===== config.mk =====
export PLATFORM = sky130hd
export DESIGN_NAME = regen_span_startup_sequencer
export DESIGN_NICKNAME = d
export VERILOG_FILES = /design/src/regen_pkg.sv /design/src/msg_link.sv /design/src/regen_span_startup_sequencer.sv
export SDC_FILE = /design/constraint.sdc
export NUM_CORES = 1
export LEC_CHECK = 0
export ABC_AREA = 1
export BUFFER_PORTS_ARGS = -buffer_cell sky130_fd_sc_hd__buf_2
export CORE_ASPECT_RATIO = 2
export CORE_MARGIN = 2
export CORE_UTILIZATION = 45
export CTS_CLUSTER_DIAMETER = 50
export DETAILED_ROUTE_END_ITERATION = 16
export PLACE_DENSITY = 0.68
export REMOVE_ABC_BUFFERS = 1
export SLEW_MARGIN = 5
export SYNTH_ARGS = -nofsm -noshare
export SYNTH_HDL_FRONTEND = slang
export SYNTH_SLANG_ARGS = --single-unit

===== constraint.sdc =====
create_clock -name ref_clk -period 13.17 [get_ports ref_clk]
set_input_delay 2.634 -clock ref_clk [delete_from_list [all_inputs] [get_ports ref_clk]]
set_output_delay 2.634 -clock ref_clk [all_outputs]
set_load 0.02 [all_outputs]

===== src/regen_pkg.sv =====
// Shared constants and types for the regenerator startup sequencer
package regen_pkg;
    localparam int CAP_W = 16;
    localparam int MARGIN_W = 8;
    localparam int PARAM_W = 16;
    localparam int CLK_MHZ = 125;
    localparam int START_TIMER_MIN = 4;
    localparam int INIT_TIMER_S = 30;
    localparam longint START_TIMER_CYC = longint'(START_TIMER_MIN) * 60 * CLK_MHZ * 1000000;
    localparam longint INIT_TIMER_CYC = longint'(INIT_TIMER_S) * CLK_MHZ * 1000000;
    localparam int TMR_W = 36;
    localparam logic [TMR_W-1:0] TMR_ZERO = 36'h000000000;
    localparam logic [TMR_W-1:0] TMR_ONE = 36'h000000001;
    localparam logic [1:0] CLK_MODE_1 = 2'h0;
    localparam logic [1:0] MSG_STATUS = 2'h0;
    localparam logic [1:0] MSG_CAPS = 2'h1;
    localparam logic [1:0] MSG_MARGINS = 2'h2;
    localparam logic [1:0] MSG_PARAMS = 2'h3;
    localparam logic [1:0] STAT_FAIL = 2'h1;
    localparam logic [1:0] STAT_LINK_INIT = 2'h2;
    localparam logic [1:0] STAT_ACTIVE = 2'h3;
    localparam int MAX_REGENS = 8;
    typedef enum logic [2:0] {
        ST_IDLE = 3'h0,
        ST_WAIT = 3'h1,
        ST_SESSION1 = 3'h2,
        ST_SESSION2 = 3'h3,
        ST_ACTIVATE = 3'h4,
        ST_ACTIVE = 3'h5
    } phase_t;
endpackage : regen_pkg


===== src/msg_link.sv =====
// One-deep valid/acknowledge message channel between regenerator halves
`timescale 1ns/1ps
module msg_link (
    input wire logic clk,
    input wire logic rst_n,
    input wire logic send,
    input wire logic [1:0] send_kind,
    input wire logic [31:0] send_data,
    output logic busy,
    output logic valid,
    output logic [1:0] kind,
    output logic [31:0] data,
    input wire logic ack
);
    logic valid_nxt;
    logic [1:0] kind_nxt;
    logic [31:0] data_nxt;

    // Hold one message until acknowledged
    always_comb begin
        valid_nxt = valid;
        kind_nxt = kind;
        data_nxt = data;
        if (valid && ack) begin
            valid_nxt = 1'b0;
        end
        if (send && !valid) begin
            valid_nxt = 1'b1;
            kind_nxt = send_kind;
            data_nxt = send_data;
        end
    end

    always_comb busy = valid;

    always_ff @(posedge clk or negedge rst_n) begin
        if (!rst_n) begin
            valid <= 1'b0;
            kind <= 2'h0;
            data <= 32'h00000000;
        end else begin
            valid <= valid_nxt;
            kind <= kind_nxt;
            data <= data_nxt;
        end
    end
endmodule : msg_link


===== src/regen_span_startup_sequencer.sv =====
// One regenerator half: startup phase sequencer with internal message link
//
// Behaviour
// - Works hop by hop for up to eight regenerators
// - Capabilities flow centralward, training flows remoteward
// - Lacking information, end session with silent period
// - Remote-opened session: exchange caps then hold off
// - Forward caps; partner advertises intersected capabilities
// - Central exchange: capture margins then hold off
// - Relay margins; advertise with central margin flag
// - Second exchange without a probe, then hold off
// - Upstream done: pass parameters, start downstream session
// - Preselected parameters skip repeated capability exchange
// - Clock mode 1: start after upstream handshake
// - Other clock modes: wait for upstream activation
// - Operational only after final segment activates
// - Probe setting has no effect: central-facing half always sends caps
// - Margins carry current and worst-case together
// - Four minute startup timer, failure to partner
// - Thirty second initiation timeout, failure and idle
// - Any segment failure returns this half idle; failure goes to partner only when link is free
`timescale 1ns/1ps
module regen_span_startup_sequencer #(
    parameter longint START_CYC = regen_pkg::START_TIMER_CYC,
    parameter longint INIT_CYC = regen_pkg::INIT_TIMER_CYC
) (
    input wire logic ref_clk,
    input wire logic arst_n,
    input wire logic central_facing,
    input wire logic probe_enable,
    input wire logic [1:0] clock_mode,
    input wire logic [regen_pkg::CAP_W-1:0] own_caps,
    input wire logic seg_open,
    input wire logic seg_far_opened,
    input wire logic seg_caps_valid,
    input wire logic [regen_pkg::CAP_W-1:0] seg_caps,
    input wire logic seg_margin_flag,
    input wire logic [regen_pkg::MARGIN_W-1:0] seg_margin_cur,
    input wire logic [regen_pkg::MARGIN_W-1:0] seg_margin_worst,
    input wire logic seg_params_valid,
    input wire logic [regen_pkg::PARAM_W-1:0] seg_params,
    input wire logic seg_session_done,
    input wire logic seg_activation_done,
    input wire logic seg_fail,
    input wire logic in_valid,
    input wire logic [1:0] in_kind,
    input wire logic [31:0] in_data,
    output logic in_ack,
    output logic out_valid,
    output logic [1:0] out_kind,
    output logic [31:0] out_data,
    input wire logic out_ack,
    output logic hs_start_r,
    output logic ms_silent_r,
    output logic central_margin_flag_r,
    output logic [regen_pkg::CAP_W-1:0] adv_caps_r,
    output logic [regen_pkg::MARGIN_W-1:0] adv_margin_cur_r,
    output logic [regen_pkg::MARGIN_W-1:0] adv_margin_worst_r,
    output logic [regen_pkg::PARAM_W-1:0] sel_params_r,
    output logic activate_r,
    output logic active_r,
    output logic fail_r,
    output regen_pkg::phase_t phase_r
);
    logic rst_s1_r;
    logic rst_n_r;

    // Reset release through two flops
    always_ff @(posedge ref_clk or negedge arst_n) begin
        if (!arst_n) begin
            rst_s1_r <= 1'b0;
            rst_n_r <= 1'b0;
        end else begin
            rst_s1_r <= 1'b1;
            rst_n_r <= rst_s1_r;
        end
    end

    regen_pkg::phase_t phase_nxt;
    logic [regen_pkg::CAP_W-1:0] caps_r, caps_nxt, adv_caps_nxt;
    logic [regen_pkg::MARGIN_W-1:0] mcur_r, mcur_nxt, mworst_r, mworst_nxt;
    logic [regen_pkg::PARAM_W-1:0] par_nxt;
    logic have_margins_r, have_margins_nxt, have_params_r, have_params_nxt;
    logic hs_nxt, ms_nxt, cmf_nxt, act_nxt, active_nxt, fail_nxt;
    logic [regen_pkg::TMR_W-1:0] start_tmr_r, start_tmr_nxt, init_tmr_r, init_tmr_nxt;
    logic send;
    logic [1:0] send_kind;
    logic [31:0] send_data;
    logic link_busy;
    logic mode1;

    always_comb mode1 = (clock_mode == regen_pkg::CLK_MODE_1);
    always_comb in_ack = in_valid;

    // Internal outbound channel, single message in flight
    msg_link u_out (
        .clk(ref_clk),
        .rst_n(rst_n_r),
        .send(send),
        .send_kind(send_kind),
        .send_data(send_data),
        .busy(link_busy),
        .valid(out_valid),
        .kind(out_kind),
        .data(out_data),
        .ack(out_ack)
    );

    // Phase sequencing and message generation
    always_comb begin
        phase_nxt = phase_r;
        caps_nxt = caps_r;
        mcur_nxt = mcur_r;
        mworst_nxt = mworst_r;
        par_nxt = sel_params_r;
        have_margins_nxt = have_margins_r;
        have_params_nxt = have_params_r;
        hs_nxt = 1'b0;
        ms_nxt = 1'b0;
        cmf_nxt = central_margin_flag_r;
        adv_caps_nxt = adv_caps_r;
        act_nxt = activate_r;
        active_nxt = active_r;
        fail_nxt = 1'b0;
        send = 1'b0;
        send_kind = regen_pkg::MSG_STATUS;
        send_data = 32'h00000000;
        start_tmr_nxt = (phase_r == regen_pkg::ST_IDLE || phase_r == regen_pkg::ST_ACTIVE) ? regen_pkg::TMR_ZERO
            : start_tmr_r + regen_pkg::TMR_ONE;
        init_tmr_nxt = (hs_start_r || phase_r == regen_pkg::ST_SESSION1 || phase_r == regen_pkg::ST_SESSION2)
            ? init_tmr_r + regen_pkg::TMR_ONE : regen_pkg::TMR_ZERO;
        // Inbound messages from the partner half
        if (in_valid) begin
            case (in_kind)
                regen_pkg::MSG_CAPS: begin
                    caps_nxt = in_data[regen_pkg::CAP_W-1:0] & own_caps;
                    if (phase_r == regen_pkg::ST_IDLE || phase_r == regen_pkg::ST_WAIT) begin
                        adv_caps_nxt = in_data[regen_pkg::CAP_W-1:0] & own_caps;
                        hs_nxt = 1'b1;
                        cmf_nxt = have_margins_r;
                        phase_nxt = have_margins_r ? regen_pkg::ST_SESSION2 : regen_pkg::ST_SESSION1;
                    end
                end
                regen_pkg::MSG_MARGINS: begin
                    mcur_nxt = in_data[regen_pkg::MARGIN_W-1:0];
                    mworst_nxt = in_data[2*regen_pkg::MARGIN_W-1:regen_pkg::MARGIN_W];
                    have_margins_nxt = 1'b1;
                    hs_nxt = 1'b1;
                    cmf_nxt = 1'b1;
                    phase_nxt = regen_pkg::ST_SESSION2;
                end
                regen_pkg::MSG_PARAMS: begin
                    par_nxt = in_data[regen_pkg::PARAM_W-1:0];
                    have_params_nxt = 1'b1;
                    hs_nxt = 1'b1;
                    phase_nxt = regen_pkg::ST_ACTIVATE;
                end
                default: begin
                    if (in_data[1:0] == regen_pkg::STAT_FAIL) begin
                        phase_nxt = regen_pkg::ST_IDLE;
                        act_nxt = 1'b0;
                        active_nxt = 1'b0;
                    end
                end
            endcase
        end
        case (phase_r)
            regen_pkg::ST_IDLE: begin
                have_margins_nxt = 1'b0;
                have_params_nxt = 1'b0;
                if (seg_far_opened && !in_valid) begin
                    phase_nxt = regen_pkg::ST_SESSION1;
                end
            end
            regen_pkg::ST_WAIT: begin
                if (seg_far_opened && !in_valid) begin
                    phase_nxt = have_params_r ? regen_pkg::ST_ACTIVATE : regen_pkg::ST_SESSION2;
                end
            end
            regen_pkg::ST_SESSION1, regen_pkg::ST_SESSION2: begin
                if (seg_caps_valid) begin
                    caps_nxt = seg_caps & own_caps;
                    if (seg_margin_flag) begin
                        mcur_nxt = seg_margin_cur;
                        mworst_nxt = seg_margin_worst;
                        have_margins_nxt = 1'b1;
                    end
                end
                if (seg_params_valid) begin
                    par_nxt = seg_params;
                    have_params_nxt = 1'b1;
                    phase_nxt = regen_pkg::ST_ACTIVATE;
                end else if (seg_session_done && !link_busy) begin
                    ms_nxt = 1'b1;
                    phase_nxt = regen_pkg::ST_WAIT;
                    send = 1'b1;
                    if (!central_facing && have_margins_r && !cmf_nxt) begin
                        send_kind = regen_pkg::MSG_MARGINS;
                        send_data = {16'h0000, mworst_r, mcur_r};
                    end else if (central_facing && (have_margins_r || !probe_enable)) begin
                        send_kind = regen_pkg::MSG_CAPS;
                        send_data = {16'h0000, caps_r};
                    end else if (central_facing) begin
                        send_kind = regen_pkg::MSG_CAPS;
                        send_data = {16'h0000, caps_r};
                    end else begin
                        send_kind = regen_pkg::MSG_STATUS;
                        send_data = {30'h00000000, regen_pkg::STAT_LINK_INIT};
                    end
                end
            end
            regen_pkg::ST_ACTIVATE: begin
                act_nxt = 1'b1;
                if (!central_facing && !link_busy
                    && ((mode1 && seg_session_done) || seg_activation_done)) begin
                    send = 1'b1;
                    send_kind = regen_pkg::MSG_PARAMS;
                    send_data = {16'h0000, sel_params_r};
                end
                if (seg_activation_done) begin
                    act_nxt = 1'b0;
                    active_nxt = 1'b1;
                    phase_nxt = regen_pkg::ST_ACTIVE;
                end
            end
            regen_pkg::ST_ACTIVE: begin
                active_nxt = 1'b1;
            end
            default: begin
                phase_nxt = regen_pkg::ST_IDLE;
            end
        endcase
        // Timeouts and segment failure override phase, activation, handshake and message
        if (seg_fail || start_tmr_r >= START_CYC[regen_pkg::TMR_W-1:0]
            || init_tmr_r >= INIT_CYC[regen_pkg::TMR_W-1:0]) begin
            phase_nxt = regen_pkg::ST_IDLE;
            fail_nxt = 1'b1;
            act_nxt = 1'b0;
            active_nxt = 1'b0;
            hs_nxt = 1'b0;
            send = !link_busy;
            send_kind = regen_pkg::MSG_STATUS;
            send_data = {30'h00000000, regen_pkg::STAT_FAIL};
        end else if (seg_open && phase_r == regen_pkg::ST_IDLE) begin
            hs_nxt = 1'b1;
        end
        if (!seg_open && phase_r == regen_pkg::ST_IDLE) begin
            cmf_nxt = 1'b0;
        end
    end

    // State registers, cleared by reset
    always_ff @(posedge ref_clk or negedge rst_n_r) begin
        if (!rst_n_r) begin
            phase_r <= regen_pkg::ST_IDLE;
            caps_r <= 16'h0000;
            mcur_r <= 8'h00;
            mworst_r <= 8'h00;
            sel_params_r <= 16'h0000;
            have_margins_r <= 1'b0;
            have_params_r <= 1'b0;
            hs_start_r <= 1'b0;
            ms_silent_r <= 1'b0;
            central_margin_flag_r <= 1'b0;
            adv_caps_r <= 16'h0000;
            adv_margin_cur_r <= 8'h00;
            adv_margin_worst_r <= 8'h00;
            activate_r <= 1'b0;
            active_r <= 1'b0;
            fail_r <= 1'b0;
            start_tmr_r <= regen_pkg::TMR_ZERO;
            init_tmr_r <= regen_pkg::TMR_ZERO;
        end else begin
            phase_r <= phase_nxt;
            caps_r <= caps_nxt;
            mcur_r <= mcur_nxt;
            mworst_r <= mworst_nxt;
            sel_params_r <= par_nxt;
            have_margins_r <= have_margins_nxt;
            have_params_r <= have_params_nxt;
            hs_start_r <= hs_nxt;
            ms_silent_r <= ms_nxt;
            central_margin_flag_r <= cmf_nxt;
            adv_caps_r <= adv_caps_nxt;
            adv_margin_cur_r <= mcur_nxt;
            adv_margin_worst_r <= mworst_nxt;
            activate_r <= act_nxt;
            active_r <= active_nxt;
            fail_r <= fail_nxt;
            start_tmr_r <= start_tmr_nxt;
            init_tmr_r <= init_tmr_nxt;
        end
    end
endmodule : regen_span_startup_sequencer


# Word level (Yosys, flattened, before mapping)
# Cells that the tools add are included.
[totals]
reg_bits = 184
latch_bits = 0
mem_bits_rw = 0
mem_bits_ro = 0
in_bits = 114
out_inout_bits = 93
mem_count = 0
[classes]
addsub = 2
multipliers = 0
div = 0
magnitude_cmp = 2
n_eq_ne = 10
n_shift = 0
n_mux = 88
n_bitwise = 2
n_reduce_logical = 36
[ops]
columns = ["operator", "count"]
rows = [
  ["16-bit two-way mux", 14],
  ["8-bit two-way mux", 10],
  ["36-bit by 1-bit adder with 36-bit output (second input constant)", 2],
  ["36-bit two-way mux", 2],
  ["36-bit by 32-bit >= comparator with 1-bit output (second input constant)", 1],
  ["36-bit by 35-bit >= comparator with 1-bit output (second input constant)", 1],
  ["1-bit two-way mux", 36],
  ["16-bit AND", 2],
  ["32-bit two-way mux", 1],
  ["16-bit one-hot mux with 2 select lines", 1],
  ["3-bit two-way mux", 10],
  ["3-bit one-hot mux with 5 select lines", 1],
  ["1-bit logical AND", 12],
  ["1-bit one-hot mux with 2 select lines", 6],
  ["2-bit two-way mux", 5],
  ["3-bit one-hot mux with 3 select lines", 1],
  ["1-bit logical OR", 8],
  ["3-bit by 2-bit == test with 1-bit output (second input constant)", 2],
  ["3-bit == test (second input constant)", 2],
  ["1-bit logical NOT", 6],
  ["3-bit AND reduction", 2],
  ["3-bit nonzero test", 2],
  ["2-bit by 1-bit == test with 1-bit output (second input constant)", 2],
  ["2-bit == test (second input constant)", 2],
  ["8 further kinds", 9],
]

# Logic depth before layout (Yosys ltp)
[depth]
ltp_word = 12
ltp_mapped = 14
depth_no_buf = 14

# Hierarchy
# A second synthesis with hierarchy kept.
[unflattened]
hier_cells = 1347
area_unflattened_um2 = 10010.9
[by_module_without_submodules]
columns = ["mod", "n_inst", "cells_each", "area_each_um2"]
rows = [
  ["regen_span_startup_sequencer", 1, 1196, 8580.7],
  ["msg_link", 1, 151, 1430.1],
]

# Worst setup path before layout
# No wires, ideal clock.
[synth_timing]
path_kind = "input to output"
start = "in in_valid"
end = "out in_ack"
arrival_time_ns = 2.768
t_required_ns = 10.536
path_slack_ns = 7.768
stages = 1
cell_sequence = "buf_4"
[synth_lines]
columns = ["element", "line", "source"]
rows = [
  ["start: declaration", "regen_span_startup_sequencer.sv:45", "input wire logic in_valid,"],
  ["end: declaration", "regen_span_startup_sequencer.sv:48", "output logic in_ack,"],
]
# No word-level cell between the ends.

# Worst setup path after layout
[layout_timing]
start = "in in_valid"
end = "out in_ack"
# No word-level cell between the ends.

==> results.md <==
- Outcome: finished clean
- RSZ-0062 raised after global routing: no
- PostCTS Resize Cnt: 0
- Design area: 10700 um2
- Yosys warning total: 0
- Final worst slack: 7.57 ns
- Most common cell in the netlist: nand2_1
- Clock buffer depth: 2
- CTS root buffer: clkbuf_16
- Antenna Nets Post-Route: 0
- Worst Path Required: 10.54 ns
- CTS tree: built
- Synth Cell Area: 9060 um2
- Area grow syn2layout: 18.2%
- Vias in the first global route: 8821
- Slew Limit Headroom: 39.9%
- Cell taking the most area after synthesis: dfrtp_1
- CP Capture Type: primary output
- Max-slew violation total from the final report: 0
- CP top delay family: buffers and inverters
- Vias per cell: 5.40
- Power Density: 141 nW/um2
- Setup Buffers After CTS: 0
- Max stage delay cell, worst path: buf_2
- Fin nets: 1493
- CP max stage delay: 0.18 ns
- Async set-reset flop share out of synthesis: 100%
- Kind of critical path: input port to primary output
- FP Rows: 73
- WP buf/inv: 2
- Final WL: 27900 um
- Hold_ws: 0.319 ns
- Total core area: 19800 um2
- EDFF count, synth: 0
- Register area share after synthesis: 46.4%
- HP Class: register to asynchronous set/reset pin
- Drt drc: 0
- Max Clk Rate: 179 MHz
- Fraction of layout cells with a size suffix above 1: 18.1%
- Worst-path cell chain: buf_2 -> buf_2
- PortBufs: 173
- Detailed placement HPWL: 20600 um
- Seq cells post-synth: 168
- Area of the multi-input gates: 4190 um2
- Wirelength per Cell: 17.0 um
- Clock Sinks: 168
- Grt total ovfl: 0
- Endpoints failing setup: 0
- Crit path time final: 5.60 ns
- GRT Resource Usage Total: 26.8%
- Synth top cells by count: nand2_1 (297), dfrtp_1 (168), nor2_1 (159)
- Fin crit share: 42.5%
- Hold Vio Cnt, Final: 0
- H-tree Lvls: 4
- CTS Buf Count: 17
- Overall die width: 104 um
- Max IR drop VDD: 0.0000955 V
- Pin count of the biggest net entering global routing: 71
- Vias after detailed routing: 8881
- Detailed Route Iter0 Violations: 374
- Ant diodes: 0
- First-pass GRT wire length: 44500 um
- Starting Density: 45.7%
- Mapped Cells: 1203
- Worst slack at placement: 7.58 ns
- Hold buffer count at CTS: 0
- Worst-path clk slew: 0.06 ns
- Placed cell areas: 10100 um2
- Die footprint: 21400 um2
- Fill count: 1984
- Pwr Total: 1.51 mW
- Cell leakage power: 5.14 nW
- Skew final: 0.00911 ns
- Most area-consuming cells after synthesis: dfrtp_1 (46%), nand2_1 (12%), nor2_1 (6.6%)
- Register area: 4210 um2
- Worst setup SP type: input port
- Synth Flop Type: dfrtp_1
- Setup TNS: 0 ns
- Worst-margin pin slew: 0.902 ns
- Initial antenna violation count: 0
- I/O pin cnt: 207
- Clock Latency Late Sink: 0.45 ns
- Drt pass-1 iters: 5
- DIE HEIGHT: 205 um
- Maxcap violations: 0
- Arr. time, crit path: 2.96 ns
- Post-synthesis area per instance: 7.53 um2
- Area share of the largest cell type after synthesis: 46.4%
- Cell mode on critical path: buf_2
- GP Congestion: 0.936
- CP max FO: 7
- Synth unique cells: 41
[per-stage QoR]
step           utilization [%]  std cells
2_1_floorplan                -       1168
3_3_place_gp              51.0       1613
3_5_place_dp              51.0       1613
4_1_cts                   54.0       1645
5_1_grt                   54.0       1645
6_report                  54.0       1645
[cell usage in the layout, fill, tap and decap left out, types with 2 or more instances in the layout]
cell type,Yosys,layout
nand2_1,297,297
a211oi_1,2,2
o21ai_0,81,81
nor2_4,2,2
dfrtp_1,168,167
buf_2,11,173
o21ai_1,3,3
clkbuf_1,18,2
nand3b_1,3,3
nor4_1,6,6
nor3b_1,2,2
nand2_2,5,5
nor3_1,35,35
clkbuf_8,0,2
clkinv_2,1,4
inv_1,105,105
nand3_1,88,88
ha_1,9,9
inv_2,10,10
bufinv_16,0,3
nand4_1,24,24
nor2_2,10,10
conb_1,2,17
a31oi_1,42,42
o21a_1,9,9
nor3_2,3,3
a21oi_1,60,60
buf_4,18,10
nor3b_2,2,2
clkinvlp_4,0,3
nor2_1,159,159
clkbuf_16,0,17
xor2_1,15,15
[path summary, 6_finish.rpt]
check / start / end / slack [ns] / cells after the start
setup / recovery: in_valid / in_ack / 7.57 / 2
hold / removal: rst_n_r / adv_caps_r[5] / 0.32 / 0
setup reg to reg: phase_r[2] / start_tmr_r[11] / 10.71 / 6
hold reg to reg: rst_n_r / adv_caps_r[5] / 0.32 / 0
max in group asynchronous: rst_n_r / adv_caps_r[14] / 10.83 / 2
min in group ref_clk: rst_s1_r / rst_n_r / 0.36 / 0
[sequential cells by signal (all words and copies together), names as in the netlist]
signal	count
init_tmr_r	36
start_tmr_r	36
adv_caps_r	16
caps_r	16
sel_params_r	16
u_out.data	16
mcur_r	8
mworst_r	8
phase_r	3
u_out.kind	2
activate_r	1
active_r	1
central_margin_flag_r	1
fail_r	1
have_margins_r	1
have_params_r	1
hs_start_r	1
ms_silent_r	1
rst_n_r	1
rst_s1_r	1
u_out.busy	1
[final cells by class]
class	instances	area share (%)
repair buffers	183	8.78
multi-input cells	884	39.1
clock inverters	11	1.35
inverters	116	4.08
well taps	262	3.06
clock buffers	21	4.30
flip-flops and latches	168	39.3
[logic make-up (layout without fill, tap and decap cells)]
logic type               Yosys count  count (layout)  synth area share, %
AO/OA/AOI/OAI                    203             203                 12.3
XOR/XNOR                          16              16                 1.55
adder cells (fa/ha/maj)            9               9                 1.24
buffers and inverters            166             331                 7.95
flip-flops                       168             168                 46.4
other                              2              17               0.0829
AND/OR/NAND/NOR                  639             639                 30.5
[metal layers]
layer  track usage (%)  vias up  wire length [um]
li1                  -     4261                 -
met1              27.0     4203              9550
met2              50.4      338             15400
met3              6.55       79              1800
met4              13.8        0              1200
met5                 0        -                 0
[power breakdown]
group / switching [mW] / total, mW / internal, mW
sequential: 0.0635 / 0.657 / 0.593
combinational: 0.226 / 0.330 / 0.104
clock: 0.218 / 0.526 / 0.308
Note: power is estimated with default switching activity, not from simulation.
